<file path="config.mk">
export PLATFORM = sky130hd
export DESIGN_NAME = csfu_top
export DESIGN_NICKNAME = d
export VERILOG_FILES = /design/src/csfu_pkg.sv /design/src/csfu_top.sv /design/src/csfu_add8.sv /design/src/csfu_evt_ctrl.sv
export VERILOG_INCLUDE_DIRS = /design/src
export SDC_FILE = /design/constraint.sdc
export NUM_CORES = 1
export LEC_CHECK = 0
export ABC_AREA = 1
export BUFFER_PORTS_ARGS = -buffer_cell sky130_fd_sc_hd__buf_2
export CAP_MARGIN = 15
export CORE_UTILIZATION = 42
export CTS_CLUSTER_SIZE = 30
export DETAILED_ROUTE_END_ITERATION = 6
export MAX_ROUTING_LAYER = met4
export PLACE_DENSITY = 0.8
export REMOVE_ABC_BUFFERS = 1
export SYNTH_ARGS = -nofsm -noshare
export SYNTH_HDL_FRONTEND = slang
export SYNTH_HIERARCHICAL = 1
export SYNTH_SLANG_ARGS = --single-unit
</file>
<file path="constraint.sdc">
create_clock -name pclk -period 5.1 [get_ports pclk]
set_input_delay 0.255 -clock pclk [delete_from_list [all_inputs] [get_ports pclk]]
set_output_delay 0.255 -clock pclk [all_outputs]
set_load 0.01 [all_outputs]
</file>
<file path="src/csfu_defines.svh">
// Purpose: constants of the cpu status flag unit
// Assumes: included by the top module and the type package of the unit
// Notes: apb byte offsets, bit positions, reset values
`ifndef CSFU_DEFINES_SVH
`define CSFU_DEFINES_SVH

`define CSFU_AW 12
`define CSFU_OFS_FLAGS 12'h000
`define CSFU_OFS_EVST 12'h004
`define CSFU_OFS_MASK 12'h008
`define CSFU_OFS_RESULT 12'h00c

`define CSFU_BIT_CARRY 0
`define CSFU_BIT_NIBBLE 1
`define CSFU_BIT_ZERO 2
`define CSFU_BIT_RANGE 3
`define CSFU_BIT_HALT 4
`define CSFU_BIT_WDOG 5
`define CSFU_BIT_CHAIN 6
`define CSFU_BIT_SIGNX 7
`define CSFU_SYS_MASK 8'h30
`define CSFU_MSB 7

`define CSFU_EV_W 3
`define CSFU_EV_WDOG 0
`define CSFU_EV_HALT 1
`define CSFU_EV_RANGE 2

`define CSFU_FLAGS_RST 8'h00
`define CSFU_RESULT_RST 8'h00
`define CSFU_MASK_RST 3'h0
`define CSFU_ZERO_BYTE 8'h00

`endif

</file>
<file path="src/csfu_pkg.sv">
// Purpose: types of the cpu status flag unit
// Assumes: csfu_defines.svh gives widths
// Notes: instruction classes come from the execution datapath
`include "csfu_defines.svh"
package csfu_pkg;
    typedef enum logic [3:0] {
        CSFU_NOP,
        CSFU_ADD,
        CSFU_ADD_CARRY,
        CSFU_SUB,
        CSFU_SUB_BORROW,
        CSFU_AND,
        CSFU_OR,
        CSFU_XOR,
        CSFU_RLC,
        CSFU_RRC,
        CSFU_WRST
    } csfu_cls_t;

    typedef enum logic [2:0] {
        CSFU_R_FLAGS,
        CSFU_R_EVST,
        CSFU_R_MASK,
        CSFU_R_RESULT,
        CSFU_R_NONE
    } csfu_reg_t;

    typedef struct packed {
        logic [7:0] flags;
        logic [7:0] result;
        logic exec_done;
        logic [31:0] prdata;
        logic pready;
        logic pslverr;
        logic [`CSFU_EV_W-1:0] mask;
        logic [`CSFU_EV_W-1:0] ev_rep;
    } csfu_state_t;
endpackage : csfu_pkg

</file>
<file path="src/csfu_top.sv">
// Purpose: status flag unit of an 8-bit core with apb view
// Assumes: exec, halt, refresh and timeout come from pclk logic
// Notes: every output is registered
`timescale 1ns/1ps
`default_nettype none
`include "csfu_defines.svh"
module csfu_top (
    input wire logic pclk,
    input wire logic presetn,
    input wire logic psel,
    input wire logic penable,
    input wire logic pwrite,
    input wire logic [`CSFU_AW-1:0] paddr,
    input wire logic [31:0] pwdata,
    input wire logic [3:0] pstrb,
    output logic [31:0] prdata,
    output logic pready,
    output logic pslverr,
    input wire logic exec_valid,
    input wire csfu_pkg::csfu_cls_t exec_cls,
    input wire logic [7:0] exec_opa,
    input wire logic [7:0] exec_opb,
    input wire logic halt_instr,
    input wire logic watchdog_refresh_instr,
    input wire logic watchdog_timeout,
    output logic [7:0] exec_result,
    output logic exec_done,
    output logic [7:0] flags,
    output logic irq
);
    import csfu_pkg::*;

    csfu_state_t st_reg;
    csfu_state_t st_next;

    logic [7:0] sum;
    logic c4;
    logic c7;
    logic c8;
    logic add_cin;
    logic [7:0] add_b;
    logic apb_take;
    logic apb_done;
    csfu_reg_t sel;
    logic [`CSFU_EV_W-1:0] ev_set;
    logic [`CSFU_EV_W-1:0] ev_clr;
    logic [`CSFU_EV_W-1:0] ev_status;
    logic ev_irq;
    logic [7:0] logic_res;
    logic zero_res;

    function automatic csfu_reg_t csfu_decode(input logic [`CSFU_AW-1:0] addr);
        csfu_reg_t r;
        case (addr)
            `CSFU_OFS_FLAGS: r = CSFU_R_FLAGS;
            `CSFU_OFS_EVST: r = CSFU_R_EVST;
            `CSFU_OFS_MASK: r = CSFU_R_MASK;
            `CSFU_OFS_RESULT: r = CSFU_R_RESULT;
            default: r = CSFU_R_NONE;
        endcase
        return r;
    endfunction : csfu_decode

    // status write keeps both system flags
    function automatic logic [7:0] csfu_merge(input logic [7:0] wr, input logic [7:0] old);
        return (wr & ~`CSFU_SYS_MASK) | (old & `CSFU_SYS_MASK);
    endfunction : csfu_merge

    csfu_add8 u_add (
        .a(exec_opa),
        .b(add_b),
        .cin(add_cin),
        .sum(sum),
        .c4(c4),
        .c7(c7),
        .c8(c8)
    );

    csfu_evt_ctrl #(
        .N(`CSFU_EV_W)
    ) u_evt (
        .pclk(pclk),
        .presetn(presetn),
        .ev_set(ev_set),
        .ev_clr(ev_clr),
        .ev_mask(st_reg.mask),
        .ev_status(ev_status),
        .irq(ev_irq)
    );

    assign sel = csfu_decode(paddr);
    assign apb_take = psel && penable && !st_reg.pready;
    assign apb_done = psel && penable && st_reg.pready;

    // adder operands: subtraction adds the inverted operand
    always_comb begin
        add_b = exec_opb;
        add_cin = 1'b0;
        case (exec_cls)
            CSFU_ADD: begin
                add_cin = 1'b0;
            end
            CSFU_ADD_CARRY: begin
                add_cin = st_reg.flags[`CSFU_BIT_CARRY];
            end
            CSFU_SUB: begin
                add_b = ~exec_opb;
                add_cin = 1'b1;
            end
            CSFU_SUB_BORROW: begin
                add_b = ~exec_opb;
                add_cin = st_reg.flags[`CSFU_BIT_CARRY];
            end
            default: begin
                add_b = exec_opb;
            end
        endcase
    end

    // logical operations
    always_comb begin
        case (exec_cls)
            CSFU_AND: logic_res = exec_opa & exec_opb;
            CSFU_OR: logic_res = exec_opa | exec_opb;
            CSFU_XOR: logic_res = exec_opa ^ exec_opb;
            default: logic_res = `CSFU_ZERO_BYTE;
        endcase
    end

    assign zero_res = (sum == `CSFU_ZERO_BYTE);

    always_comb begin
        st_next = st_reg;
        st_next.exec_done = 1'b0;
        st_next.pready = 1'b0;
        ev_set = '0;
        ev_clr = '0;

        // apb access phase: answer one cycle after penable rises
        if (apb_take) begin
            st_next.pready = 1'b1;
            st_next.pslverr = (sel == CSFU_R_NONE);
            st_next.prdata = '0;
            st_next.ev_rep = '0;
            if (!pwrite) begin
                case (sel)
                    CSFU_R_FLAGS: begin
                        st_next.prdata[7:0] = st_reg.flags;
                    end
                    CSFU_R_EVST: begin
                        st_next.prdata[`CSFU_EV_W-1:0] = ev_status;
                        st_next.ev_rep = ev_status;
                    end
                    CSFU_R_MASK: begin
                        st_next.prdata[`CSFU_EV_W-1:0] = st_reg.mask;
                    end
                    CSFU_R_RESULT: begin
                        st_next.prdata[7:0] = st_reg.result;
                    end
                    default: begin
                        st_next.prdata = '0;
                    end
                endcase
            end
        end

        // completing edge: writes commit, reported events clear
        if (apb_done) begin
            st_next.pslverr = 1'b0;
            if (!pwrite) begin
                ev_clr = st_reg.ev_rep;
            end else if (pstrb[0]) begin
                case (sel)
                    CSFU_R_FLAGS: begin
                        st_next.flags = csfu_merge(pwdata[7:0], st_reg.flags);
                    end
                    CSFU_R_MASK: begin
                        st_next.mask = pwdata[`CSFU_EV_W-1:0];
                    end
                    default: begin
                        st_next.mask = st_reg.mask;
                    end
                endcase
            end
        end

        // instruction results; flags not named keep their value
        // flags change only here, by apb or by system events
        if (exec_valid) begin
            st_next.exec_done = 1'b1;
            case (exec_cls)
                CSFU_ADD, CSFU_ADD_CARRY, CSFU_SUB, CSFU_SUB_BORROW: begin
                    st_next.result = sum;
                    st_next.flags[`CSFU_BIT_CARRY] = c8;
                    st_next.flags[`CSFU_BIT_NIBBLE] = c4;
                    st_next.flags[`CSFU_BIT_ZERO] = zero_res;
                    st_next.flags[`CSFU_BIT_RANGE] = c7 ^ c8;
                    st_next.flags[`CSFU_BIT_SIGNX] = c7 ^ c8 ^ sum[`CSFU_MSB];
                    ev_set[`CSFU_EV_RANGE] = c7 ^ c8;
                    if (exec_cls == CSFU_SUB) begin
                        st_next.flags[`CSFU_BIT_CHAIN] = zero_res;
                    end else if (exec_cls == CSFU_SUB_BORROW) begin
                        st_next.flags[`CSFU_BIT_CHAIN] =
                            st_reg.flags[`CSFU_BIT_CHAIN] & zero_res;
                    end
                end
                CSFU_AND, CSFU_OR, CSFU_XOR: begin
                    // carry, nibble and range keep their value
                    st_next.result = logic_res;
                    st_next.flags[`CSFU_BIT_ZERO] =
                        (logic_res == `CSFU_ZERO_BYTE);
                    st_next.flags[`CSFU_BIT_SIGNX] =
                        st_reg.flags[`CSFU_BIT_RANGE] ^ logic_res[`CSFU_MSB];
                end
                CSFU_RLC: begin
                    st_next.result = {exec_opa[6:0], st_reg.flags[`CSFU_BIT_CARRY]};
                    st_next.flags[`CSFU_BIT_CARRY] = exec_opa[`CSFU_MSB];
                end
                CSFU_RRC: begin
                    st_next.result = {st_reg.flags[`CSFU_BIT_CARRY], exec_opa[7:1]};
                    st_next.flags[`CSFU_BIT_CARRY] = exec_opa[0];
                end
                CSFU_WRST: begin
                    st_next.flags = csfu_merge(exec_opa, st_next.flags);
                end
                default: begin
                    st_next.result = st_reg.result;
                end
            endcase
        end

        // system flags; a time-out in the clearing cycle wins
        if (watchdog_refresh_instr) begin
            st_next.flags[`CSFU_BIT_HALT] = 1'b0;
            st_next.flags[`CSFU_BIT_WDOG] = 1'b0;
        end
        if (halt_instr) begin
            st_next.flags[`CSFU_BIT_HALT] = 1'b1;
            st_next.flags[`CSFU_BIT_WDOG] = 1'b0;
            ev_set[`CSFU_EV_HALT] = 1'b1;
        end
        if (watchdog_timeout) begin
            st_next.flags[`CSFU_BIT_WDOG] = 1'b1;
            ev_set[`CSFU_EV_WDOG] = 1'b1;
        end
    end

    // power-up clears both system flags
    always_ff @(posedge pclk or negedge presetn) begin
        if (!presetn) begin
            st_reg <= '{
                flags: `CSFU_FLAGS_RST,
                result: `CSFU_RESULT_RST,
                exec_done: 1'b0,
                prdata: '0,
                pready: 1'b0,
                pslverr: 1'b0,
                mask: `CSFU_MASK_RST,
                ev_rep: '0
            };
        end else begin
            st_reg <= st_next;
        end
    end

    assign prdata = st_reg.prdata;
    assign pready = st_reg.pready;
    assign pslverr = st_reg.pslverr;
    assign exec_result = st_reg.result;
    assign exec_done = st_reg.exec_done;
    assign flags = st_reg.flags;
    assign irq = ev_irq;
endmodule : csfu_top
`default_nettype wire

</file>
<file path="src/csfu_add8.sv">
// Purpose: 8-bit adder with nibble and msb carries
// Assumes: subtraction is fed as a plus inverted b
// Notes: purely combinational
`timescale 1ns/1ps
`default_nettype none
module csfu_add8 (
    input wire logic [7:0] a,
    input wire logic [7:0] b,
    input wire logic cin,
    output logic [7:0] sum,
    output logic c4,
    output logic c7,
    output logic c8
);
    logic [4:0] lo;
    logic [3:0] mid;
    logic [1:0] top;

    always_comb begin
        lo = {1'b0, a[3:0]} + {1'b0, b[3:0]} + {4'h0, cin};
        mid = {1'b0, a[6:4]} + {1'b0, b[6:4]} + {3'h0, lo[4]};
        top = {1'b0, a[7]} + {1'b0, b[7]} + {1'b0, mid[3]};
        sum = {top[0], mid[2:0], lo[3:0]};
        c4 = lo[4];
        c7 = mid[3];
        c8 = top[1];
    end
endmodule : csfu_add8
`default_nettype wire

</file>
<file path="src/csfu_evt_ctrl.sv">
// Purpose: sticky event bits, mask and interrupt level
// Assumes: clear vector holds only bits already reported
// Notes: a set in the clearing cycle wins
`timescale 1ns/1ps
`default_nettype none
module csfu_evt_ctrl #(
    parameter int N = 3
) (
    input wire logic pclk,
    input wire logic presetn,
    input wire logic [N-1:0] ev_set,
    input wire logic [N-1:0] ev_clr,
    input wire logic [N-1:0] ev_mask,
    output logic [N-1:0] ev_status,
    output logic irq
);
    typedef struct packed {
        logic [N-1:0] status;
        logic irq;
    } csfu_ev_state_t;

    csfu_ev_state_t st_reg;
    csfu_ev_state_t st_next;

    always_comb begin
        st_next.status = (st_reg.status & ~ev_clr) | ev_set;
        st_next.irq = |(st_next.status & ev_mask);
    end

    always_ff @(posedge pclk or negedge presetn) begin
        if (!presetn) begin
            st_reg <= '0;
        end else begin
            st_reg <= st_next;
        end
    end

    assign ev_status = st_reg.status;
    assign irq = st_reg.irq;
endmodule : csfu_evt_ctrl
`default_nettype wire

</file>
==> impl_metrics.json <==
{
  "firstDrtPassIters": 4,
  "path_class": "in2reg",
  "path_buf_inv": 5,
  "fin_crit_ns": 3.93,
  "synth_top_family_by_area": "simple AND/OR/NAND/NOR gates",
  "cts_buffers": 5,
  "r2r-start": "flags[0]",
  "rows": 32,
  "yosys.area_share.simple": 0.281,
  "cts.reportedPaths.clkPinSlew_ns": 0.07,
  "ys_seq_area_frac": 0.266,
  "htreeDepth": 2,
  "grt_pass1_vias": 2996,
  "maxCapViolations": 0,
  "crit_chain": "buf_2, nor2_1, clkinv_1, nor2_1, a21oi_4, xor2_1, inv_1, fa_1, inv_1, fa_1, a21oi_1, o21bai_1, fa_1, and3_1, nor2_2, fa_1, inv_1, nor2_1, nand4_1, o21ai_0, nor2_1, a21oi_1",
  "tightestPinTransition_ns": 0.783,
  "ys_seq_elements": 37,
  "yosys-top-cells-area": "dfrtp_1 (27%), buf_4 (10%), nand2_1 (9.5%), inv_1 (7.7%), ha_1 (7.5%)",
  "initial_core_util": 0.442,
  "critical-path-slowest-cell": "fa_1",
  "avgSynthCellArea_um2": 7.29,
  "dp_cells": 627,
  "post_synth_mux_area_share": 0.00323,
  "pin_count": 129,
  "syn_area_um2": 3480,
  "crit_path_start": "exec_cls[2]",
  "place_congestion": 0.975,
  "synth_fa_ha_area_frac": 0.104,
  "wl_mm": 8.63,
  "timing.fmax_ghz": 0.254,
  "antenna_left": 0,
  "wl_per_cell_um": 13.6,
  "ctsResizeCount": 0,
  "worstPathRequired_ns": 5.27,
  "grtUsageTotal": 0.216,
  "overflow": 0,
  "clock_sinks": 37,
  "p_leak_nw": 2.06,
  "die_y_um": 93.1,
  "dieArea_um2": 8660,
  "vias": 3133,
  "rsz0062_at_grt": "no",
  "netlist_instances": 478,
  "reg2regPathDepth": 18,
  "fin_hold_ws_ns": 0.0421,
  "cp-end-kind": "register",
  "antenna_found_initial": 0,
  "cts_tree": "done",
  "drive_gt1_frac": 0.235,
  "drt_iter0_drc": 243,
  "crit_family": "adder cells",
  "postCtsSetupBuffers": 0,
  "synth_edf_count": 0,
  "cts_root_buf": "clkbuf_8",
  "vias_per_cell": 4.93,
  "placed_cell_area_um2": 3690,
  "cts_hold_buf": 0,
  "antenna_cells": 0,
  "hold_violations": 0,
  "slew_headroom": 0.478,
  "setup.worst_path.start_class": "input pin",
  "finalCoreUtilization": 0.478,
  "dp.final_hpwl_mm": 7.15,
  "maxSlewViolCount": 0,
  "finalInstanceArea_um2": 3770,
  "fin_crit_sh": 0.771,
  "yosysTopAreaCellShare": 0.266,
  "ys_warn_count": 6,
  "clkLatencyLatePin_ns": 0.29,
  "io_buffers": 75,
  "status": "completed",
  "area_growth_pct": 8.26,
  "fin_skew_ns": 0.00164,
  "synth_cell_types": 44,
  "fin_tns_setup_ns": 0,
  "instances_no_fill": 635,
  "grt_pass1_wl_mm": 14.1,
  "synthFlopType": "dfrtp_1",
  "power_density_nw_per_um2": 223,
  "route.detailed.drc": 0,
  "clk_path_buf_depth": 2,
  "final_nets": 635,
  "worst_hold_path_type": "in2async",
  "critPathMaxStageDelay_ns": 0.43,
  "crit_cells": 22,
  "ys_async_sr_fraction": 1.00,
  "crit_arrival_ns": 4.10,
  "die_w_um": 93.1,
  "ir_drop_mv": 0.0889,
  "setup_violations": 0,
  "critPathMaxFanout": 8,
  "synth_compound_area_frac": 0.127,
  "synth_xor_area_frac": 0.0251,
  "grt_max_degree": 38,
  "yosys.area.top_type": "dfrtp_1",
  "core_area_um2": 7890
}
## power by group
part / internal (mW) / switching (mW) / total (mW)
registers: 0.325 / 0.0324 / 0.358
clock network: 0.0970 / 0.0963 / 0.193
logic: 0.108 / 0.181 / 0.289
total: 0.530 / 0.310 / 0.840
## metal layers
metal,track usage,up-vias,part of all wire
met3,0.0220,10,0.053
met4,0.0628,0,0.012
met5,-,-,0
met1,0.265,1436,0.45
li1,-,1564,-
met2,0.377,123,0.48
## path summary, 6_finish.rpt
kind	slack (ns)	to
max in group asynchronous	4.56	flags[2]
hold / removal	0.04	st_reg[4]
min in group pclk	0.17	exec_done
setup reg to reg	1.47	flags[2]
setup / recovery	1.17	flags[2]
hold reg to reg	0.48	prdata[4]
## Yosys cell counts, types with 2 or more instances
cell and instances:
nand2_1 88, inv_1 71, buf_4 48, nor2_1 45, dfrtp_1 37, nand3_1 24, ha_1 21, a21oi_1 20
nand2_2 14, o21ai_0 13, o22ai_1 12, xor2_1 10, nor2_2 7, nor3_1 7, nand4_1 6, a22oi_1 5
fa_1 5, inv_2 4, o211ai_1 4, a21o_1 3, nand2_4 3, nand3b_1 3, or2_2 3, buf_2 2
nor2_4 2, nor3_2 2, o21ai_1 2
## worst register-to-register path, stage by stage, from the launching register on
cell	delay, ns
dfrtp_1	0.46
a21oi_1	0.18
inv_1	0.07
inv_1	0.07
fa_1	0.15
inv_1	0.06
fa_1	0.40
a21oi_1	0.17
o21bai_1	0.14
fa_1	0.43
and3_1	0.20
nor2_2	0.15
fa_1	0.43
inv_1	0.12
nor2_1	0.06
nand4_1	0.13
o21ai_0	0.11
nor2_1	0.09
a21oi_1	0.07
## cell type report
class / count / area [um^2]
sequential: 37 / 926
fill: 818 / 4120
inverter: 77 / 290
tap: 102 / 128
clock buffer: 8 / 80.1
multi-input combinational: 336 / 1970
timing repair buffer: 75 / 375
## kinds of logic after synthesis
group / count (synthesis)
and+or+nand+nor: 207
buffers and inverters: 128
AOI/OAI and AO/OA: 68
DFF: 37
adders and majority gates: 26
xor gates and xnor gates: 10
other: 1
muxes: 1
## per-stage QoR
step	power, mW	setup WS [ns]
after floorplan	0.530	1.55
after global placement	0.641	0.974
after CTS	0.845	1.18
after global routing	0.899	0.874
after detailed placement	0.650	0.891
final	0.840	1.17
## cells in the final DEF (no fill, tap or decap), drive strengths merged, types with 2 or more instances in the layout
cell type,n
o22ai,12
nor3,9
inv,75
a22oi,6
clkbuf,8
nor2,55
a21oi,22
nand4,6
ha,21
conb,24
a21o,3
xor2,10
or2,3
dfrtp,37
o211ai,5
nand2,105
buf,75
nand3b,3
o21ai,16
nand3,25
clkinv,2
fa,5
(Power assumes the default switching activity.)
